### src/include/tps_defs.vh
`ifndef TPS_DEFS_VH
`define TPS_DEFS_VH

// ----------------------------------------
// Register offsets
// ----------------------------------------
`define TPS_ADDR_W 4
`define TPS_OFF_PER 4'h0
`define TPS_OFF_TPS 4'h1
`define TPS_OFF_MODE 4'h2
`define TPS_OFF_STAT 4'h3

// ----------------------------------------
// Reset values
// ----------------------------------------
`define TPS_PER_RST 8'h00
`define TPS_TPS_RST 16'h0000
`define TPS_MODE_RST 16'h0001

// ----------------------------------------
// Field positions
// ----------------------------------------
`define TPS_PER_GATE_BIT 0
`define TPS_PRS0_LO 0
`define TPS_PRS1_LO 4
`define TPS_PRS2_LO 8
`define TPS_PRS3_LO 12
`define TPS_MODE_CKS_HI 15
`define TPS_MODE_CKS_LO 14
`define TPS_MODE_CCS_BIT 12
`define TPS_MODE_WMASK 16'hD7CF

// ----------------------------------------
// Clock select and mode codes
// ----------------------------------------
`define TPS_CKS_CK0 2'h0
`define TPS_CKS_CK2 2'h1
`define TPS_CKS_CK1 2'h2
`define TPS_CKS_CK3 2'h3
`define TPS_MD_INTERVAL 3'h0
`define TPS_MD_CAPTURE 3'h2
`define TPS_MD_EVENT 3'h3
`define TPS_MD_ONECOUNT 3'h4
`define TPS_MD_CAP_ONE 3'h6

`define TPS_DIV_W 15

`endif

### src/tps_sync.v
`timescale 1ns/1ps
// Three-stage pin synchroniser; level changes once stages two and three agree
module tps_sync (
  // Clock and reset
  input wire i_sys_clk,
  input wire i_arst_n,
  // Pin
  input wire i_pin,
  output reg o_level
);
  reg s1_reg;
  reg s2_reg;
  reg s3_reg;

  always @(posedge i_sys_clk or negedge i_arst_n) begin
    if (!i_arst_n) begin
      s1_reg <= 1'b0;
      s2_reg <= 1'b0;
      s3_reg <= 1'b0;
      o_level <= 1'b0;
    end else begin
      s1_reg <= i_pin;
      s2_reg <= s1_reg;
      s3_reg <= s2_reg;
      if (s2_reg == s3_reg) begin
        o_level <= s3_reg;
      end
    end
  end
endmodule // tps_sync

### src/tps_top.v
`timescale 1ns/1ps
`include "tps_defs.vh"

module tps_top (
  // Clock and reset
  input wire i_sys_clk,
  input wire i_arst_n,
  // Register port
  input wire [`TPS_ADDR_W-1:0] i_addr,
  input wire [15:0] i_wdata,
  input wire i_wr,
  input wire i_rd,
  output reg [15:0] o_rdata,
  // Timer input pin
  input wire i_chan_zero_timer_input,
  // Clock outputs: gate level, then one-cycle tick enables
  output reg o_timer_unit_clock_gate,
  output reg o_operation_clock_zero,
  output reg o_operation_clock_one,
  output reg o_operation_clock_two,
  output reg o_operation_clock_three,
  output reg o_chan_zero_op_clock,
  output reg o_chan_zero_count_clock,
  // Mode decode
  output reg o_chan_zero_count_up,
  output reg o_chan_zero_mode_bad
);

  // ----------------------------------------
  // Functions
  // ----------------------------------------
  // Tick when the low n bits of the free counter are all ones
  function tick_of;
    input [`TPS_DIV_W-1:0] cnt;
    input [3:0] prs;
    reg [`TPS_DIV_W-1:0] mask;
    begin
      mask = ({`TPS_DIV_W{1'b1}} >> (4'hF - prs));
      if (prs == 4'h0) begin
        tick_of = 1'b1;
      end else begin
        tick_of = ((cnt & mask) == ({`TPS_DIV_W{1'b1}} & mask));
      end
    end
  endfunction

  // ----------------------------------------
  // Registers
  // ----------------------------------------
  reg [7:0] per_reg;
  reg [15:0] tps_reg;
  reg [15:0] mode_reg;
  reg [`TPS_DIV_W-1:0] div_reg;
  reg edge_prev_reg;
  wire pin_level;
  wire gate;
  wire ck0;
  wire ck1;
  wire ck2;
  wire ck3;
  reg sel_ck;
  reg pin_edge;
  reg [2:0] md;
  reg up_next;
  reg bad_next;

  assign gate = per_reg[`TPS_PER_GATE_BIT];

  always @(posedge i_sys_clk or negedge i_arst_n) begin
    if (!i_arst_n) begin
      per_reg <= `TPS_PER_RST;
      tps_reg <= `TPS_TPS_RST;
      mode_reg <= `TPS_MODE_RST;
    end else if (i_wr) begin
      case (i_addr)
        `TPS_OFF_PER: begin
          per_reg <= i_wdata[7:0];
        end
        `TPS_OFF_TPS: begin
          tps_reg <= i_wdata;
        end
        `TPS_OFF_MODE: begin
          mode_reg <= i_wdata & `TPS_MODE_WMASK;
        end
        default: begin
        end
      endcase
    end
  end

  always @(posedge i_sys_clk or negedge i_arst_n) begin
    if (!i_arst_n) begin
      o_rdata <= 16'h0000;
    end else if (i_rd) begin
      case (i_addr)
        `TPS_OFF_PER: begin
          o_rdata <= {8'h00, per_reg};
        end
        `TPS_OFF_TPS: begin
          o_rdata <= tps_reg;
        end
        `TPS_OFF_MODE: begin
          o_rdata <= mode_reg;
        end
        `TPS_OFF_STAT: begin
          o_rdata <= {13'h0000, o_chan_zero_mode_bad, o_chan_zero_count_up, gate};
        end
        default: begin
          o_rdata <= 16'h0000;
        end
      endcase
    end else begin
      o_rdata <= 16'h0000;
    end
  end

  // ----------------------------------------
  // Prescaler
  // ----------------------------------------
  always @(posedge i_sys_clk or negedge i_arst_n) begin
    if (!i_arst_n) begin
      div_reg <= {`TPS_DIV_W{1'b0}};
    end else if (gate) begin
      div_reg <= div_reg + 15'h0001;
    end else begin
      div_reg <= {`TPS_DIV_W{1'b0}};
    end
  end

  assign ck0 = gate & tick_of(div_reg, tps_reg[`TPS_PRS0_LO+3:`TPS_PRS0_LO]);
  assign ck1 = gate & tick_of(div_reg, tps_reg[`TPS_PRS1_LO+3:`TPS_PRS1_LO]);
  assign ck2 = gate & tick_of(div_reg, {2'b00, tps_reg[`TPS_PRS2_LO+1:`TPS_PRS2_LO]});
  assign ck3 = gate & tick_of(div_reg,
                              {1'b1, tps_reg[`TPS_PRS3_LO+1:`TPS_PRS3_LO], 1'b0});

  // ----------------------------------------
  // Channel clock selection and pin edge detection
  // ----------------------------------------
  tps_sync u_sync (
    .i_sys_clk(i_sys_clk),
    .i_arst_n(i_arst_n),
    .i_pin(i_chan_zero_timer_input),
    .o_level(pin_level)
  );

  always @(posedge i_sys_clk or negedge i_arst_n) begin
    if (!i_arst_n) begin
      edge_prev_reg <= 1'b0;
    end else begin
      edge_prev_reg <= pin_level;
    end
  end

  always @* begin
    case (mode_reg[`TPS_MODE_CKS_HI:`TPS_MODE_CKS_LO])
      `TPS_CKS_CK0: begin
        sel_ck = ck0;
      end
      `TPS_CKS_CK2: begin
        sel_ck = ck2;
      end
      `TPS_CKS_CK1: begin
        sel_ck = ck1;
      end
      `TPS_CKS_CK3: begin
        sel_ck = ck3;
      end
      default: begin
        sel_ck = ck0;
      end
    endcase
    case (mode_reg[7:6])
      2'h0: begin
        pin_edge = ~pin_level & edge_prev_reg;
      end
      2'h1: begin
        pin_edge = pin_level & ~edge_prev_reg;
      end
      default: begin
        pin_edge = pin_level ^ edge_prev_reg;
      end
    endcase
  end

  // ----------------------------------------
  // Mode decode
  // ----------------------------------------
  always @* begin
    md = mode_reg[3:1];
    up_next = 1'b0;
    bad_next = 1'b0;
    case (md)
      `TPS_MD_INTERVAL: begin
        up_next = 1'b0;
      end
      `TPS_MD_CAPTURE: begin
        up_next = 1'b1;
      end
      `TPS_MD_EVENT: begin
        bad_next = mode_reg[0];
      end
      `TPS_MD_ONECOUNT: begin
        up_next = 1'b0;
      end
      `TPS_MD_CAP_ONE: begin
        up_next = 1'b1;
        bad_next = mode_reg[0];
      end
      default: begin
        bad_next = 1'b1;
      end
    endcase
  end

  // ----------------------------------------
  // Gate level and tick outputs
  // ----------------------------------------
  always @(posedge i_sys_clk or negedge i_arst_n) begin
    if (!i_arst_n) begin
      o_timer_unit_clock_gate <= 1'b0;
    end else begin
      o_timer_unit_clock_gate <= gate;
    end
  end

  always @(posedge i_sys_clk or negedge i_arst_n) begin
    if (!i_arst_n) begin
      o_operation_clock_zero <= 1'b0;
    end else begin
      o_operation_clock_zero <= ck0;
    end
  end

  always @(posedge i_sys_clk or negedge i_arst_n) begin
    if (!i_arst_n) begin
      o_operation_clock_one <= 1'b0;
    end else begin
      o_operation_clock_one <= ck1;
    end
  end

  always @(posedge i_sys_clk or negedge i_arst_n) begin
    if (!i_arst_n) begin
      o_operation_clock_two <= 1'b0;
    end else begin
      o_operation_clock_two <= ck2;
    end
  end

  always @(posedge i_sys_clk or negedge i_arst_n) begin
    if (!i_arst_n) begin
      o_operation_clock_three <= 1'b0;
    end else begin
      o_operation_clock_three <= ck3;
    end
  end

  // ----------------------------------------
  // Channel outputs
  // ----------------------------------------
  always @(posedge i_sys_clk or negedge i_arst_n) begin
    if (!i_arst_n) begin
      o_chan_zero_op_clock <= 1'b0;
    end else begin
      o_chan_zero_op_clock <= sel_ck;
    end
  end

  always @(posedge i_sys_clk or negedge i_arst_n) begin
    if (!i_arst_n) begin
      o_chan_zero_count_clock <= 1'b0;
    end else begin
      if (mode_reg[`TPS_MODE_CCS_BIT]) begin
        o_chan_zero_count_clock <= gate & pin_edge;
      end else begin
        o_chan_zero_count_clock <= sel_ck;
      end
    end
  end

  always @(posedge i_sys_clk or negedge i_arst_n) begin
    if (!i_arst_n) begin
      o_chan_zero_count_up <= 1'b0;
    end else begin
      o_chan_zero_count_up <= up_next;
    end
  end

  always @(posedge i_sys_clk or negedge i_arst_n) begin
    if (!i_arst_n) begin
      o_chan_zero_mode_bad <= 1'b0;
    end else begin
      o_chan_zero_mode_bad <= bad_next;
    end
  end
endmodule // tps_top

### config.mk
export PLATFORM = sky130hd
export DESIGN_NAME = tps_top
export DESIGN_NICKNAME = d
export VERILOG_FILES = /design/src/tps_sync.v /design/src/tps_top.v
export VERILOG_INCLUDE_DIRS = /design/src /design/src/include
export SDC_FILE = /design/constraint.sdc
export NUM_CORES = 1
export LEC_CHECK = 0
export BUFFER_PORTS_ARGS = -buffer_cell sky130_fd_sc_hd__buf_4
export CAP_MARGIN = 5
export CORE_MARGIN = 1
export CORE_UTILIZATION = 51
export DETAILED_ROUTE_END_ITERATION = 7
export PLACE_DENSITY = 0.71
export SYNTH_ARGS = -nofsm -noshare
export SYNTH_HDL_FRONTEND = slang
export SYNTH_SLANG_ARGS = --single-unit
### constraint.sdc
create_clock -name i_sys_clk -period 2 [get_ports i_sys_clk]
set_input_delay 0.1 -clock i_sys_clk [delete_from_list [all_inputs] [get_ports i_sys_clk]]
set_output_delay 0.1 -clock i_sys_clk [all_outputs]
set_load 0.005 [all_outputs]
* Word-level counts from Yosys, hierarchy flattened
Index checks and enable logic that the tools add are counted.
Operators by class: $add $sub $neg 5, eq/ne operators 16, shift-type cells 4, muxes and demuxes 11, bitwise operators 14, reduce and logical (&&, ||, !) cells 13
Operator list (number):
- $pmux W16 S4 | 1
- $and A15 B15 Y15 | 4
- $eq A15 B15 Y1 | 4
- $shr A15 B4 Y15 const A | 4
- $mux W16 | 1
- $add A15 B1 Y15 const B | 1
- $mux W15 | 1
- $logic_not A4 Y1 | 3
- $sub A4 B4 Y4 const A | 3
- $eq A4 B2 Y1 const B | 2
- $and A1 B1 Y1 | 7
- $eq A3 B2 Y1 const B | 2
- $eq A3 B3 Y1 const B | 2
- $logic_not A2 Y1 | 3
- $reduce_and A2 Y1 | 3
- $mux W1 | 5
- $eq A2 B1 Y1 const B | 2
- $eq A2 B2 Y1 const B | 2
- $eq A4 B1 Y1 const B | 1
- $pmux W1 S2 | 2
- $pmux W1 S4 | 1
- $reduce_or A2 Y1 | 2
- $sub A1 B3 Y4 const A | 1
- $logic_not A3 Y1 | 1
- other kinds (4) | 5
Word-level totals: register bits after elaboration 81, input bits 25, logic and storage cells 82

* Depth between registers and ports, before layout
Gate-level depths: netlist of the first run.
depth after elaboration 8, gate-level depth with buffers 7

* Cells and area by module
A second synthesis of the first run with hierarchy kept.
Second synthesis, totals: cells, all modules 316, area, all modules 3709.8 sq um
Modules (own cells, without submodules):
- tps_top | instances 1, cells an instance 311, area an instance 3598.5 sq um, seq. area each 1928.1 sq um
- tps_sync | instances 1, cells an instance 5, area an instance 111.4 sq um, seq. area each 100.1 sq um

* Worst setup path after synthesis of the first run
Ideal clock, no wire load.
path kind flip-flop to flip-flop, from reg tps_reg[1], to reg o_chan_zero_count_clock, arrival 1.823 ns, required time 1.908 ns, setup slack 0.085 ns, cell stages (with the launch flop) 8, buffers on the path 1, period minus slack after synthesis 1.915 ns, path through dfrtp_1 buf_6 o21ai_0 a21oi_1 a2111o_1 or4_1 o21a_1 o31ai_2
On the way: cells in the longest elaborated chain, start to end 8, elaborated cells on any way between the ends 9, those cells by class add/sub (1); eq/ne (1); shift (1); mux (3); bitwise (2); reduce/logical (1)
Ends and longest elaborated chain:
- start, declared | line tps_top.v:51 | reg [15:0] tps_reg;
- start signal, assigned | line tps_top.v:72 | tps_reg <= `TPS_TPS_RST;
- start signal, assigned | line tps_top.v:80 | tps_reg <= i_wdata;
- $sub A4 B4 Y4 | line tps_top.v:38 | mask = ({`TPS_DIV_W{1'b1}} >> (4'hF - prs));
- $shr A15 B4 Y15 | line tps_top.v:38
- $and A15 B15 Y15 | line tps_top.v:42 | tick_of = ((cnt & mask) == ({`TPS_DIV_W{1'b1}} & mask));
- $eq A15 B15 Y1 | line tps_top.v:42
- $mux W1 (*) | line tps_top.v:39 | if (prs == 4'h0) begin
- $and A1 B1 Y1 (*) | line tps_top.v:130 | assign ck0 = gate & tick_of(div_reg, tps_reg[`TPS_PRS0_LO+3:`TPS_PRS0_LO]);
- $pmux W1 S4 (*) | line tps_top.v:155 | case (mode_reg[`TPS_MODE_CKS_HI:`TPS_MODE_CKS_LO])
- $mux W1 (*) | line tps_top.v:273 | if (mode_reg[`TPS_MODE_CCS_BIT]) begin
- end signal, assigned | line tps_top.v:274 | o_chan_zero_count_clock <= gate & pin_edge;
- end signal, assigned | line tps_top.v:276 | o_chan_zero_count_clock <= sel_ck;
- end, declared | line tps_top.v:23 | output reg o_chan_zero_count_clock,
Mark *: on every way between the ends. The rest lies on a longest branch, timed or not. A chain may end at the register's enable or synchronous reset.

* Worst setup path in the final report of the first run
from reg div_reg[0], to reg o_chan_zero_count_clock
On the way: elaborated cells on any way between the ends 17, those cells by class eq/ne (4); mux (5); bitwise (8)
RTL lines:
- start, declared | line tps_top.v:53 | reg [`TPS_DIV_W-1:0] div_reg;
- start signal, assigned | line tps_top.v:122 | div_reg <= {`TPS_DIV_W{1'b0}};
- start signal, assigned | line tps_top.v:124 | div_reg <= div_reg + 15'h0001;
- start signal, assigned | line tps_top.v:126 | div_reg <= {`TPS_DIV_W{1'b0}};
- $and A15 B15 Y15 | line tps_top.v:42
- $eq A15 B15 Y1 | line tps_top.v:42
- $and A1 B1 Y1 | line tps_top.v:133 | assign ck3 = gate & tick_of(div_reg,
- via ck3 | line tps_top.v:60 | wire ck3;
- $pmux W1 S4 | line tps_top.v:155
- $mux W1 | line tps_top.v:273
The timed path passes the listed nets, and every way through them passes these cells.

==> results of run 1 <==
## stage by stage
| step | instance area, sq um | hold slack [ns] | utilization [%] |
|---|---|---|---|
| after floorplan | 3630 | -0.1956 | - |
| after global placement | 4204 | 0.1030 | 61.54 |
| after detailed placement | 4204 | 0.1067 | 61.54 |
| after CTS | 4582 | 0.0003372 | 67.07 |
| after global routing | 4629 | 0.02851 | 67.77 |
| final | 4629 | 0.03622 | 67.77 |
## power groups by stage
stage	Clock [mW]	Combinational [mW]	Sequential, mW
after floorplan	0	0.534	2.05
after global placement	0	0.841	2.11
after detailed placement	0	0.853	2.12
after CTS	1.20	0.887	2.09
after global routing	1.27	1.01	2.14
final	1.18	0.908	2.11
## cells by family (layout without fill, tap and decap cells)
logic type / count (synthesis) / after routing / synth area share, %
AO/OA/AOI/OAI: 52 / 52 / 9.445
adder cells (fa/ha/maj): 4 / 4 / 1.310
XOR/XNOR: 13 / 13 / 3.137
buffers and inverters: 23 / 113 / 3.034
multiplexers: 44 / 44 / 14.20
AND/OR/NAND/NOR: 102 / 102 / 13.00
flip-flops: 81 / 81 / 55.88
## layer usage
| layer | vias up | GRT usage, % | share of wire, % |
|---|---|---|---|
| li1 | 1291 | - | - |
| met1 | 1338 | 33.99 | 46 |
| met2 | 86 | 39.11 | 48 |
| met3 | 9 | 7.048 | 5.1 |
| met4 | 0 | 7.273 | 1.0 |
| met5 | - | 0 | 0 |
## layout make-up
cell class,instances,share of cell area (%)
Sequential cell,81,44.00
Clock buffer,9,2.676
Inverter,7,0.5676
Timing Repair Buffer,90,16.05
Multi-Input combinational cell,215,32.51
Clock inverter,7,1.595
Tap cell,96,2.595
## worst reg2reg max path: stages (launching register included)
cell and delay, ns:
dfrtp_1 0.52, ha_1 0.29, nand2_1 0.09, nor3_1 0.18
and4_1 0.28, a21boi_0 0.10, o31a_1 0.14, o31ai_2 0.21
## placed cells by master (no fill, tap or decap), drive strengths merged, types with 3 or more instances in the layout
cell type,count
a211oi,3
a21boi,5
a21oi,14
a22oi,7
and3,4
buf,71
clkbuf,9
dfrtp,80
dlygate4sd3,19
ha,3
inv,10
mux2,37
mux2i,5
nand2,13
nand2b,6
nand3,11
nand4,3
nor2,48
nor2b,3
nor3,5
o21ai,9
o22ai,3
xnor2,7
xor2,6
## what timing repair did
action	CTS	global route
hold buffers	18	1
hold endpoints to repair	75	2
buffers inserted	0	1
setup endpoints to repair	0	1
resized for setup	0	14
## how the worst min path moves through the flow
stage	startpoint	endpoint	depth (start not counted)
after global routing	i_addr[1]	o_rdata[5]$_DFF_PN0_	2
after CTS	i_wdata[0]	mode_reg[0]$_DFFE_PN1P_	2
after detailed placement	i_arst_n	div_reg[10]$_DFF_PN0_	1
after global placement	i_arst_n	div_reg[11]$_DFF_PN0_	1
final	i_addr[1]	o_rdata[5]$_DFF_PN0_	2
after floorplan	i_arst_n	div_reg[0]$_DFF_PN0_	0
==> impl_metrics.py, run 1 <==
metrics = {
    "worst_setup_path": {
        "critPathMaxFanout": 7,
        "end_kind": "flop",
        "crit_start": "div_reg[0]$_DFF_PN0_",
        "cp-endpoint": "o_chan_zero_count_clock$_DFF_PN0_",
        "critical_path_class": "flop to flop",
        "critPathRequiredTime_ns": 2.27,
        "r2r_slack_ns": 0.11,
        "path_delay_family": "simple AND/OR/NAND/NOR gates",
        "cp_num_buf_inv": 0,
        "crit_cells": 7,
        "slowest_stage": "dfrtp_1",
        "r2r-start": "div_reg[0]$_DFF_PN0_",
        "setup.worst_path.start_class": "flop",
        "crit_path_cell_trace": "ha_1 -> nand2_1 -> nor3_1 -> and4_1 -> a21boi_0 -> o31a_1 -> o31ai_2",
        "cp_data_arrival_time_ns": 2.17,
        "r2r_end": "o_chan_zero_count_clock$_DFF_PN0_",
        "r2r_cells": 7,
        "critPathMaxStageDelay_ns": 0.52,
    },
    "layout": {
        "instances_no_fill": 505,
        "drive_gt1_share_pct": 33.25,
        "seq_area_sq_mm": 0.002037,
        "multiInputGateArea_sq_mm": 0.001505,
        "nNetsFinal": 432,
        "antennaDiodeCount": 0,
        "nFillCells": 551,
        "synthToLayoutAreaGrowth_pct": 27.54,
    },
    "grt": {
        "grt_pass1_vias": 2711,
        "overflow": 0,
        "grt_use_total_pct": 24.93,
        "grt_pass1_wl_um": 13740,
        "antenna_found_initial": 0,
        "grt_max_degree": 43,
    },
    "timing": {
        "fmax_ghz": 0.5283,
        "hold_viol": 0,
        "fin_ws_ns": 0.1070,
        "clock_skew_ns": 0.01151,
        "period_share_pct": 94.65,
        "slew_viol_final": 0,
        "rsz0062_at_grt": "false",
        "setup_viol": 0,
        "fin_setup_tns_ns": 0,
        "relSlewSlack_pct": 64.15,
        "tightest_slew_ns": 0.5365,
        "final.min_clock_period_ns": 1.893,
    },
    "worst_hold_path": {
        "hold_class": "input pin to flop",
    },
    "die": {
        "dieArea_sq_mm": 0.007459,
        "io_pins": 50,
        "fp.dieH_um": 86.37,
        "die_w_um": 86.37,
        "core_area_sq_mm": 0.006832,
        "initial_utilization_pct": 53.13,
        "rows": 30,
    },
    "power": {
        "power_frac_seq_pct": 50.3,
        "p_per_area_mw_per_mm2": 905.9,
        "power_leakage_nw": 2.112,
        "combinationalPowerShare_pct": 21.7,
        "peakVddDrop_mv": 0.6493,
        "swShare_pct": 31.48,
        "fin_total_pwr_mw": 4.194,
        "p_clk_share_pct": 28.1,
        "internal-power_mw": 2.873,
        "p_switching_mw": 1.320,
    },
    "clock_tree": {
        "cts.clk_slew.worst_paths_ns": 0.09,
        "cts_buffers": 9,
        "cts.path.max_buffers": 2,
        "cts_sinks": 81,
        "htree_num_levels": 3,
        "cts_tree": "built",
        "insertion_delay_ns": 0.36,
        "cts_root_buf": "clkbuf_8",
    },
    "route": {
        "ant_nets": 0,
        "via_per_inst": 5.394,
        "vias": 2724,
        "post_drt_wl_per_cell_um": 16.52,
        "routed_wirelength_um": 8344,
        "first_pass_iters": 4,
        "drc": 0,
        "drt_iter0_drc": 115,
    },
    "placed_design": {
        "dp_slack_ns": 0.07023,
        "gp_congestion": 0.8657,
        "place_hpwl_um": 5827,
        "io_buffers": 49,
        "dp_cells": 469,
    },
    "synthesis": {
        "avgSynthCellArea_sq_um": 11.38,
        "async_reset_ff_share_pct": 100.0,
        "synth_area_leaders": "dfrtp_1 (55%), mux2_2 (11%), nor2_1 (5.0%)",
        "synth_common_cells": "dfrtp_1 (80), nor2_1 (48), mux2_2 (37)",
        "synth_enable_flop_cells": 0,
        "ys_seq_area_share_pct": 55.88,
        "synth_cell_types": 45,
        "synth_nets": 347,
        "synth_top_cell_by_area": "dfrtp_1",
        "yosysWarnings": 0,
        "synth_top_area_share_pct": 55.15,
        "ys_ff_latch": 81,
        "synth_ff_type": "dfrtp_1",
        "synthesis.area_sq_mm": 0.003630,
        "synth.most_common_cell": "dfrtp_1",
        "synth_cells": 319,
    },
    "job": {
        "cap_violations": 0,
    },
    "run_status": {
        "outcome": "finished, final reports clean",
    },
}
Power figures use the tool's default switching activity.
==> inputs of run 2 (changes only) <==
Settings changed: ABC_AREA from default to 1, CORE_MARGIN 1 to 2, CORE_UTILIZATION 51 to 52, PLACE_DENSITY 0.71 to 0.72.
==> run 2 against run 1 <==
  * Synthesized area up 3.2%
  * Global-route usage shrank 0.32 points
  * Sequential cell count did not move
  * Clock-buffer cell count grew 1
  * Total power down 3.9%
  * Fmax rose by 9.6%
  * Synthesized cell count rose by 39%
  * Critical path depth rose by 4
  * Sequential share of layout area rose by 1.1 points
  * Clock skew about the same
  * Critical endpoint unchanged
  * Largest power group unchanged
==> impl_metrics.py, run 2 <==
metrics = {
    "synthesis": {
        "synth_enable_flop_cells": 0,
        "synthesis.area_sq_mm": 0.003747,
        "synth_ff_type": "dfrtp_1",
        "synth_top_area_share_pct": 53.42,
        "synth_common_cells": "nand2_1 (118), dfrtp_1 (80), inv_1 (60)",
        "ys_seq_area_share_pct": 54.12,
        "synth.most_common_cell": "nand2_1",
        "synth_cell_types": 36,
        "ys_ff_latch": 81,
        "yosysWarnings": 0,
        "avgSynthCellArea_sq_um": 8.421,
        "synth_cells": 445,
        "synth_top_cell_by_area": "dfrtp_1",
        "async_reset_ff_share_pct": 100.0,
        "synth_area_leaders": "dfrtp_1 (53%), nand2_1 (12%), inv_1 (6.0%)",
        "synth_nets": 473,
    },
    "placed_design": {
        "dp_cells": 583,
        "io_buffers": 49,
        "gp_congestion": 0.9069,
        "place_hpwl_um": 6372,
    },
    "clock_tree": {
        "cts.path.max_buffers": 2,
        "cts_sinks": 81,
        "cts_root_buf": "clkbuf_8",
        "htree_num_levels": 3,
        "cts_setup_buffers": 0,
        "cts.clk_slew.worst_paths_ns": 0.09,
        "cts_buffers": 9,
        "insertion_delay_ns": 0.36,
        "cts_tree": "built",
        "postCtsResizedCells": 0,
    },
    "timing": {
        "hold_viol": 0,
        "slew_viol_final": 0,
        "fin_setup_tns_ns": 0,
        "clock_skew_ns": 0.01134,
        "rsz0062_at_grt": "false",
        "final.min_clock_period_ns": 1.727,
        "tightest_slew_ns": 0.4969,
        "fmax_ghz": 0.5791,
        "period_share_pct": 86.35,
        "relSlewSlack_pct": 66.79,
        "setup_viol": 0,
    },
    "run_status": {
        "outcome": "finished, final reports clean",
    },
    "route": {
        "ant_nets": 0,
        "via_per_inst": 5.142,
        "drc": 0,
        "post_drt_wl_per_cell_um": 14.69,
        "routed_wirelength_um": 8905,
        "first_pass_iters": 4,
        "drt_iter0_drc": 240,
        "vias": 3116,
    },
    "grt": {
        "overflow": 0,
        "grt_use_total_pct": 24.61,
        "antenna_found_initial": 0,
        "grt_max_degree": 35,
        "grt_pass1_wl_um": 14580,
        "grt_pass1_vias": 2963,
    },
    "layout": {
        "nFillCells": 612,
        "final_cell_mix": "nand2_1 (118), dfrtp_1 (80), inv_1 (60)",
        "nNetsFinal": 533,
        "antennaDiodeCount": 0,
        "synthToLayoutAreaGrowth_pct": 19.97,
        "layout_commonest_cell": "nand2_1",
        "instances_no_fill": 606,
        "drive_gt1_share_pct": 18.43,
    },
    "die": {
        "core_area_sq_mm": 0.006869,
        "initial_utilization_pct": 54.55,
        "rows": 30,
        "fp.dieH_um": 88.89,
        "die_w_um": 88.89,
        "dieArea_sq_mm": 0.007901,
        "io_pins": 50,
    },
    "job": {
        "cap_violations": 0,
    },
    "worst_setup_path": {
        "path_delay_family": "simple AND/OR/NAND/NOR gates",
        "r2r_slack_ns": 0.27,
        "end_kind": "flop",
        "critPathRequiredTime_ns": 2.29,
        "critPathMaxFanout": 7,
        "critical_path_class": "flop to flop",
        "critPathMaxStageDelay_ns": 0.47,
        "setup.worst_path.start_class": "flop",
        "crit_path_cell_trace": "ha_1 -> nand2_1 -> inv_2 -> nand2_4 -> nor3_4 -> nand3_2 -> o21ai_1 -> inv_1 -> nand2_1 -> nand3_1 -> nand2_1",
        "slowest_stage": "dfrtp_1",
        "cp_num_buf_inv": 2,
        "cp_data_arrival_time_ns": 2.02,
        "crit_top_cell": "nand2_1",
    },
    "power": {
        "p_per_area_mw_per_mm2": 896.2,
        "power_leakage_nw": 2.321,
        "peakVddDrop_mv": 0.6502,
    },
    "worst_hold_path": {
        "hold_class": "input pin to flop",
    },
}
## run 2: final timing paths
check                                   startpoint                                 to  depth (start not counted)
max                           div_reg[0]$_DFF_PN0_  o_chan_zero_count_clock$_DFF_PN0_                         11
min                                    i_wdata[15]            tps_reg[15]$_DFFE_PN0P_                          3
max reg2reg                   div_reg[0]$_DFF_PN0_  o_chan_zero_count_clock$_DFF_PN0_                         11
min reg2reg                u_sync.s1_reg$_DFF_PN0_            u_sync.s2_reg$_DFF_PN0_                          0
max in group asynchronous                 i_arst_n            mode_reg[0]$_DFFE_PN1P_                          3
min in group asynchronous                 i_arst_n             per_reg[3]$_DFFE_PN0P_                          2
## run 2: report_power, final
part / switching (mW) / internal [mW]
clock network: 0.647 / 0.626
registers: 0.199 / 1.84
logic: 0.409 / 0.304
## run 2: timing repair
item / CTS / global route
endpoints found under the hold margin: 39 / 0
hold buffers: 7 / 0
endpoints found under the setup margin: 0 / 0
## run 2: final cells by class
class                      instances  area (sq um)  area share (%)
clock buffer                      10         137.6           3.062
sequential                        81          2028           45.12
timing repair buffer              61         475.5           10.58
inverter                          67         251.5           5.594
tap                               96         120.1           2.672
clock inverter                     6         73.82           1.642
multi-input combinational        285          1409           31.34
## run 2: stage by stage
step                power (mW)  hold WS (ns)  cell area, sq um  util, %  worst slack (ns)
finish                   4.029       0.01513              4496    65.45            0.2731
global route             4.270      0.007753              4496    65.45            0.1569
CTS                      4.052      0.008591              4496    65.45            0.2694
detailed placement       2.773       0.07599              4214    61.35            0.3195
global placement         2.748       0.07061              4214    61.35            0.4113
floorplan                2.474       -0.1956              3747        -            0.5375
## run 2: kinds of logic (layout without fill, tap and decap cells)
logic type,after synthesis,count (layout),share of synthesized area (%)
buffers and inverters,79,144,8.280
muxes,2,2,0.8014
AOI/OAI and AO/OA,86,86,12.39
adders and majority gates,4,4,1.269
DFF,81,81,54.12
and+or+nand+nor,193,193,23.14
## run 2: worst register-to-register path: cells and delay by family, from the launching register on
| family | cells | cell delay [ns] |
|---|---|---|
| compound gates | 1 | 0.14 |
| fa+ha+maj | 1 | 0.20 |
| buf+inv | 2 | 0.13 |
| flops | 1 | 0.47 |
| simple gates | 7 | 0.74 |
## run 2: per-layer routing
layer  vias to the layer above  track usage, %  wire, um
li1                       1544               -         -
met1                      1470           33.72      4090
met2                        92           39.82      4240
met3                        10           5.633       460
met4                         0           6.474       114
met5                         -               0         0
==> inputs of run 3 (changes only) <==
Settings changed: BUFFER_PORTS_ARGS -buffer_cell sky130_fd_sc_hd__buf_4 to default, CORE_UTILIZATION 52 to 57, DONT_BUFFER_PORTS from default to 1, PLACE_DENSITY 0.72 to 0.71.
==> run 3 against run 2 <==
  * Combinational power decreased by 13%
  * Die area decreased by 8.4%
  * Hold slack better by 0.065 ns
  * Clock skew up 0.0012 ns
  * Global-route usage is 0.40 points higher
  * Via count shrank 4.9%
  * Largest cell class unchanged
  * Highest routed layer unchanged
==> impl_metrics.py, run 3 (synthesis gave the netlist of run 2 again) <==
metrics = {
    "layout": {
        "layout_commonest_cell": "nand2_1",
        "nNetsFinal": 496,
        "final_cell_mix": "nand2_1 (118), dfrtp_1 (80), inv_1 (60)",
        "antennaDiodeCount": 0,
        "synthToLayoutAreaGrowth_pct": 12.52,
        "drive_gt1_share_pct": 9.514,
        "stdcell_area_sq_mm": 0.004217,
    },
    "worst_setup_path": {
        "end_kind": "flop",
        "setup.worst_path.start_class": "flop",
        "r2r-start": "div_reg[0]$_DFF_PN0_",
        "r2r_end": "div_reg[12]$_DFF_PN0_",
        "r2r_slack_ns": 0.32,
        "cp_data_arrival_time_ns": 1.96,
        "critPathMaxFanout": 7,
        "r2r_cells": 9,
        "critPathRequiredTime_ns": 2.28,
        "critical_path_class": "flop to flop",
    },
    "placed_design": {
        "gp_congestion": 0.9110,
        "placed_area_sq_mm": 0.003815,
        "place_hpwl_um": 5755,
        "io_buffers": 0,
    },
    "clock_tree": {
        "cts_buffers": 9,
        "cts.clk_slew.worst_paths_ns": 0.09,
        "cts_tree": "built",
        "cts_sinks": 81,
        "cts_setup_buffers": 0,
        "cts.path.max_buffers": 2,
        "cts_root_buf": "clkbuf_8",
        "insertion_delay_ns": 0.36,
        "htree_num_levels": 3,
    },
    "die": {
        "fp.dieH_um": 85.08,
        "initial_utilization_pct": 59.01,
        "core_area_sq_mm": 0.006350,
        "rows": 29,
        "io_pins": 50,
        "die_w_um": 85.08,
        "dieArea_sq_mm": 0.007239,
    },
    "grt": {
        "antenna_found_initial": 0,
        "grt_use_total_pct": 25.02,
        "grt_max_degree": 82,
        "grt_pass1_wl_um": 14130,
        "overflow": 0,
        "grt_pass1_vias": 2874,
    },
    "timing": {
        "rsz0062_at_grt": "false",
        "whs_ns": 0.08046,
        "slew_viol_final": 0,
        "fmax_ghz": 0.5961,
        "tightest_slew_ns": 0.6897,
        "relSlewSlack_pct": 53.91,
        "fin_setup_tns_ns": 0,
        "clock_skew_ns": 0.01255,
        "hold_viol": 0,
        "period_share_pct": 83.88,
        "final.min_clock_period_ns": 1.678,
        "setup_viol": 0,
    },
    "route": {
        "via_per_inst": 5.385,
        "vias": 2962,
        "drc": 0,
        "first_pass_iters": 5,
        "drt_iter0_drc": 189,
        "routed_wirelength_um": 8346,
        "ant_nets": 0,
        "post_drt_wl_per_cell_um": 15.17,
    },
    "worst_hold_path": {
        "min_from": "i_addr[1]",
        "holdPathEnd": "o_rdata[11]$_DFF_PN0_",
        "min_path_cells": 4,
        "hold_class": "input pin to flop",
    },
    "power": {
        "power_leakage_nw": 2.112,
        "peakVddDrop_mv": 0.5531,
        "p_per_area_mw_per_mm2": 901.8,
    },
    "job": {
        "cap_violations": 0,
    },
    "run_status": {
        "outcome": "finished, final reports clean",
    },
}
run 3: layout make-up:
type,count,area (sq um)
Tap cell,77,96.34
Timing Repair Buffer,24,247.7
Multi-Input combinational cell,285,1409
Fill cell,514,2133
Clock buffer,9,123.9
Clock inverter,7,60.06
Sequential cell,81,2028
Inverter,67,251.5
run 3: layer usage:
metal | part of all wire [%] | global-route usage (%)
met2 | 47 | 37.29
met1 | 47 | 35.63
met5 | 0 | 0
met4 | 1.8 | 10.82
met3 | 4.6 | 5.350
run 3: stage by stage:
stage	setup slack (ns)	std cells	total power [mW]	utilization, %
4_1_cts	0.3245	550	3.805	66.40
5_1_grt	0.1396	550	4.033	66.40
3_5_place_dp	0.3533	514	2.631	60.08
6_report	0.3224	550	3.803	66.40
2_1_floorplan	0.5375	445	2.474	-
3_3_place_gp	0.4030	514	2.608	60.08
run 3: worst max-delay path by stage:
stage                     slack, ns                 start                                 to  cells after the start
after floorplan                0.54  div_reg[0]$_DFF_PN0_  o_chan_zero_count_clock$_DFF_PN0_                     11
after global placement         0.40  div_reg[0]$_DFF_PN0_  o_chan_zero_count_clock$_DFF_PN0_                     11
after detailed placement       0.35  div_reg[0]$_DFF_PN0_              div_reg[12]$_DFF_PN0_                      9
after CTS                      0.32  div_reg[0]$_DFF_PN0_              div_reg[12]$_DFF_PN0_                      9
after global routing           0.14  div_reg[0]$_DFF_PN0_              div_reg[12]$_DFF_PN0_                      9
final                          0.32  div_reg[0]$_DFF_PN0_              div_reg[12]$_DFF_PN0_                      9
run 3: where the power goes:
group,total (mW),switching [mW],internal (mW)
combinational,0.620,0.373,0.248
clock,1.13,0.656,0.472
sequential,2.05,0.211,1.84
run 3: critical path, cell delays in order (launching register included):
cell	delay, ns
dfrtp_1	0.47
ha_1	0.20
nand2_1	0.06
inv_2	0.08
nand2_4	0.06
nor3_4	0.23
nand3_1	0.14
o21ai_1	0.14
nand2_1	0.06
a31oi_1	0.16
run 3: timing repair:
action	CTS	global route
gates resized for setup	0	0
endpoints found under the hold margin	121	0
hold buffers	20	0
endpoints found under the setup margin	0	0
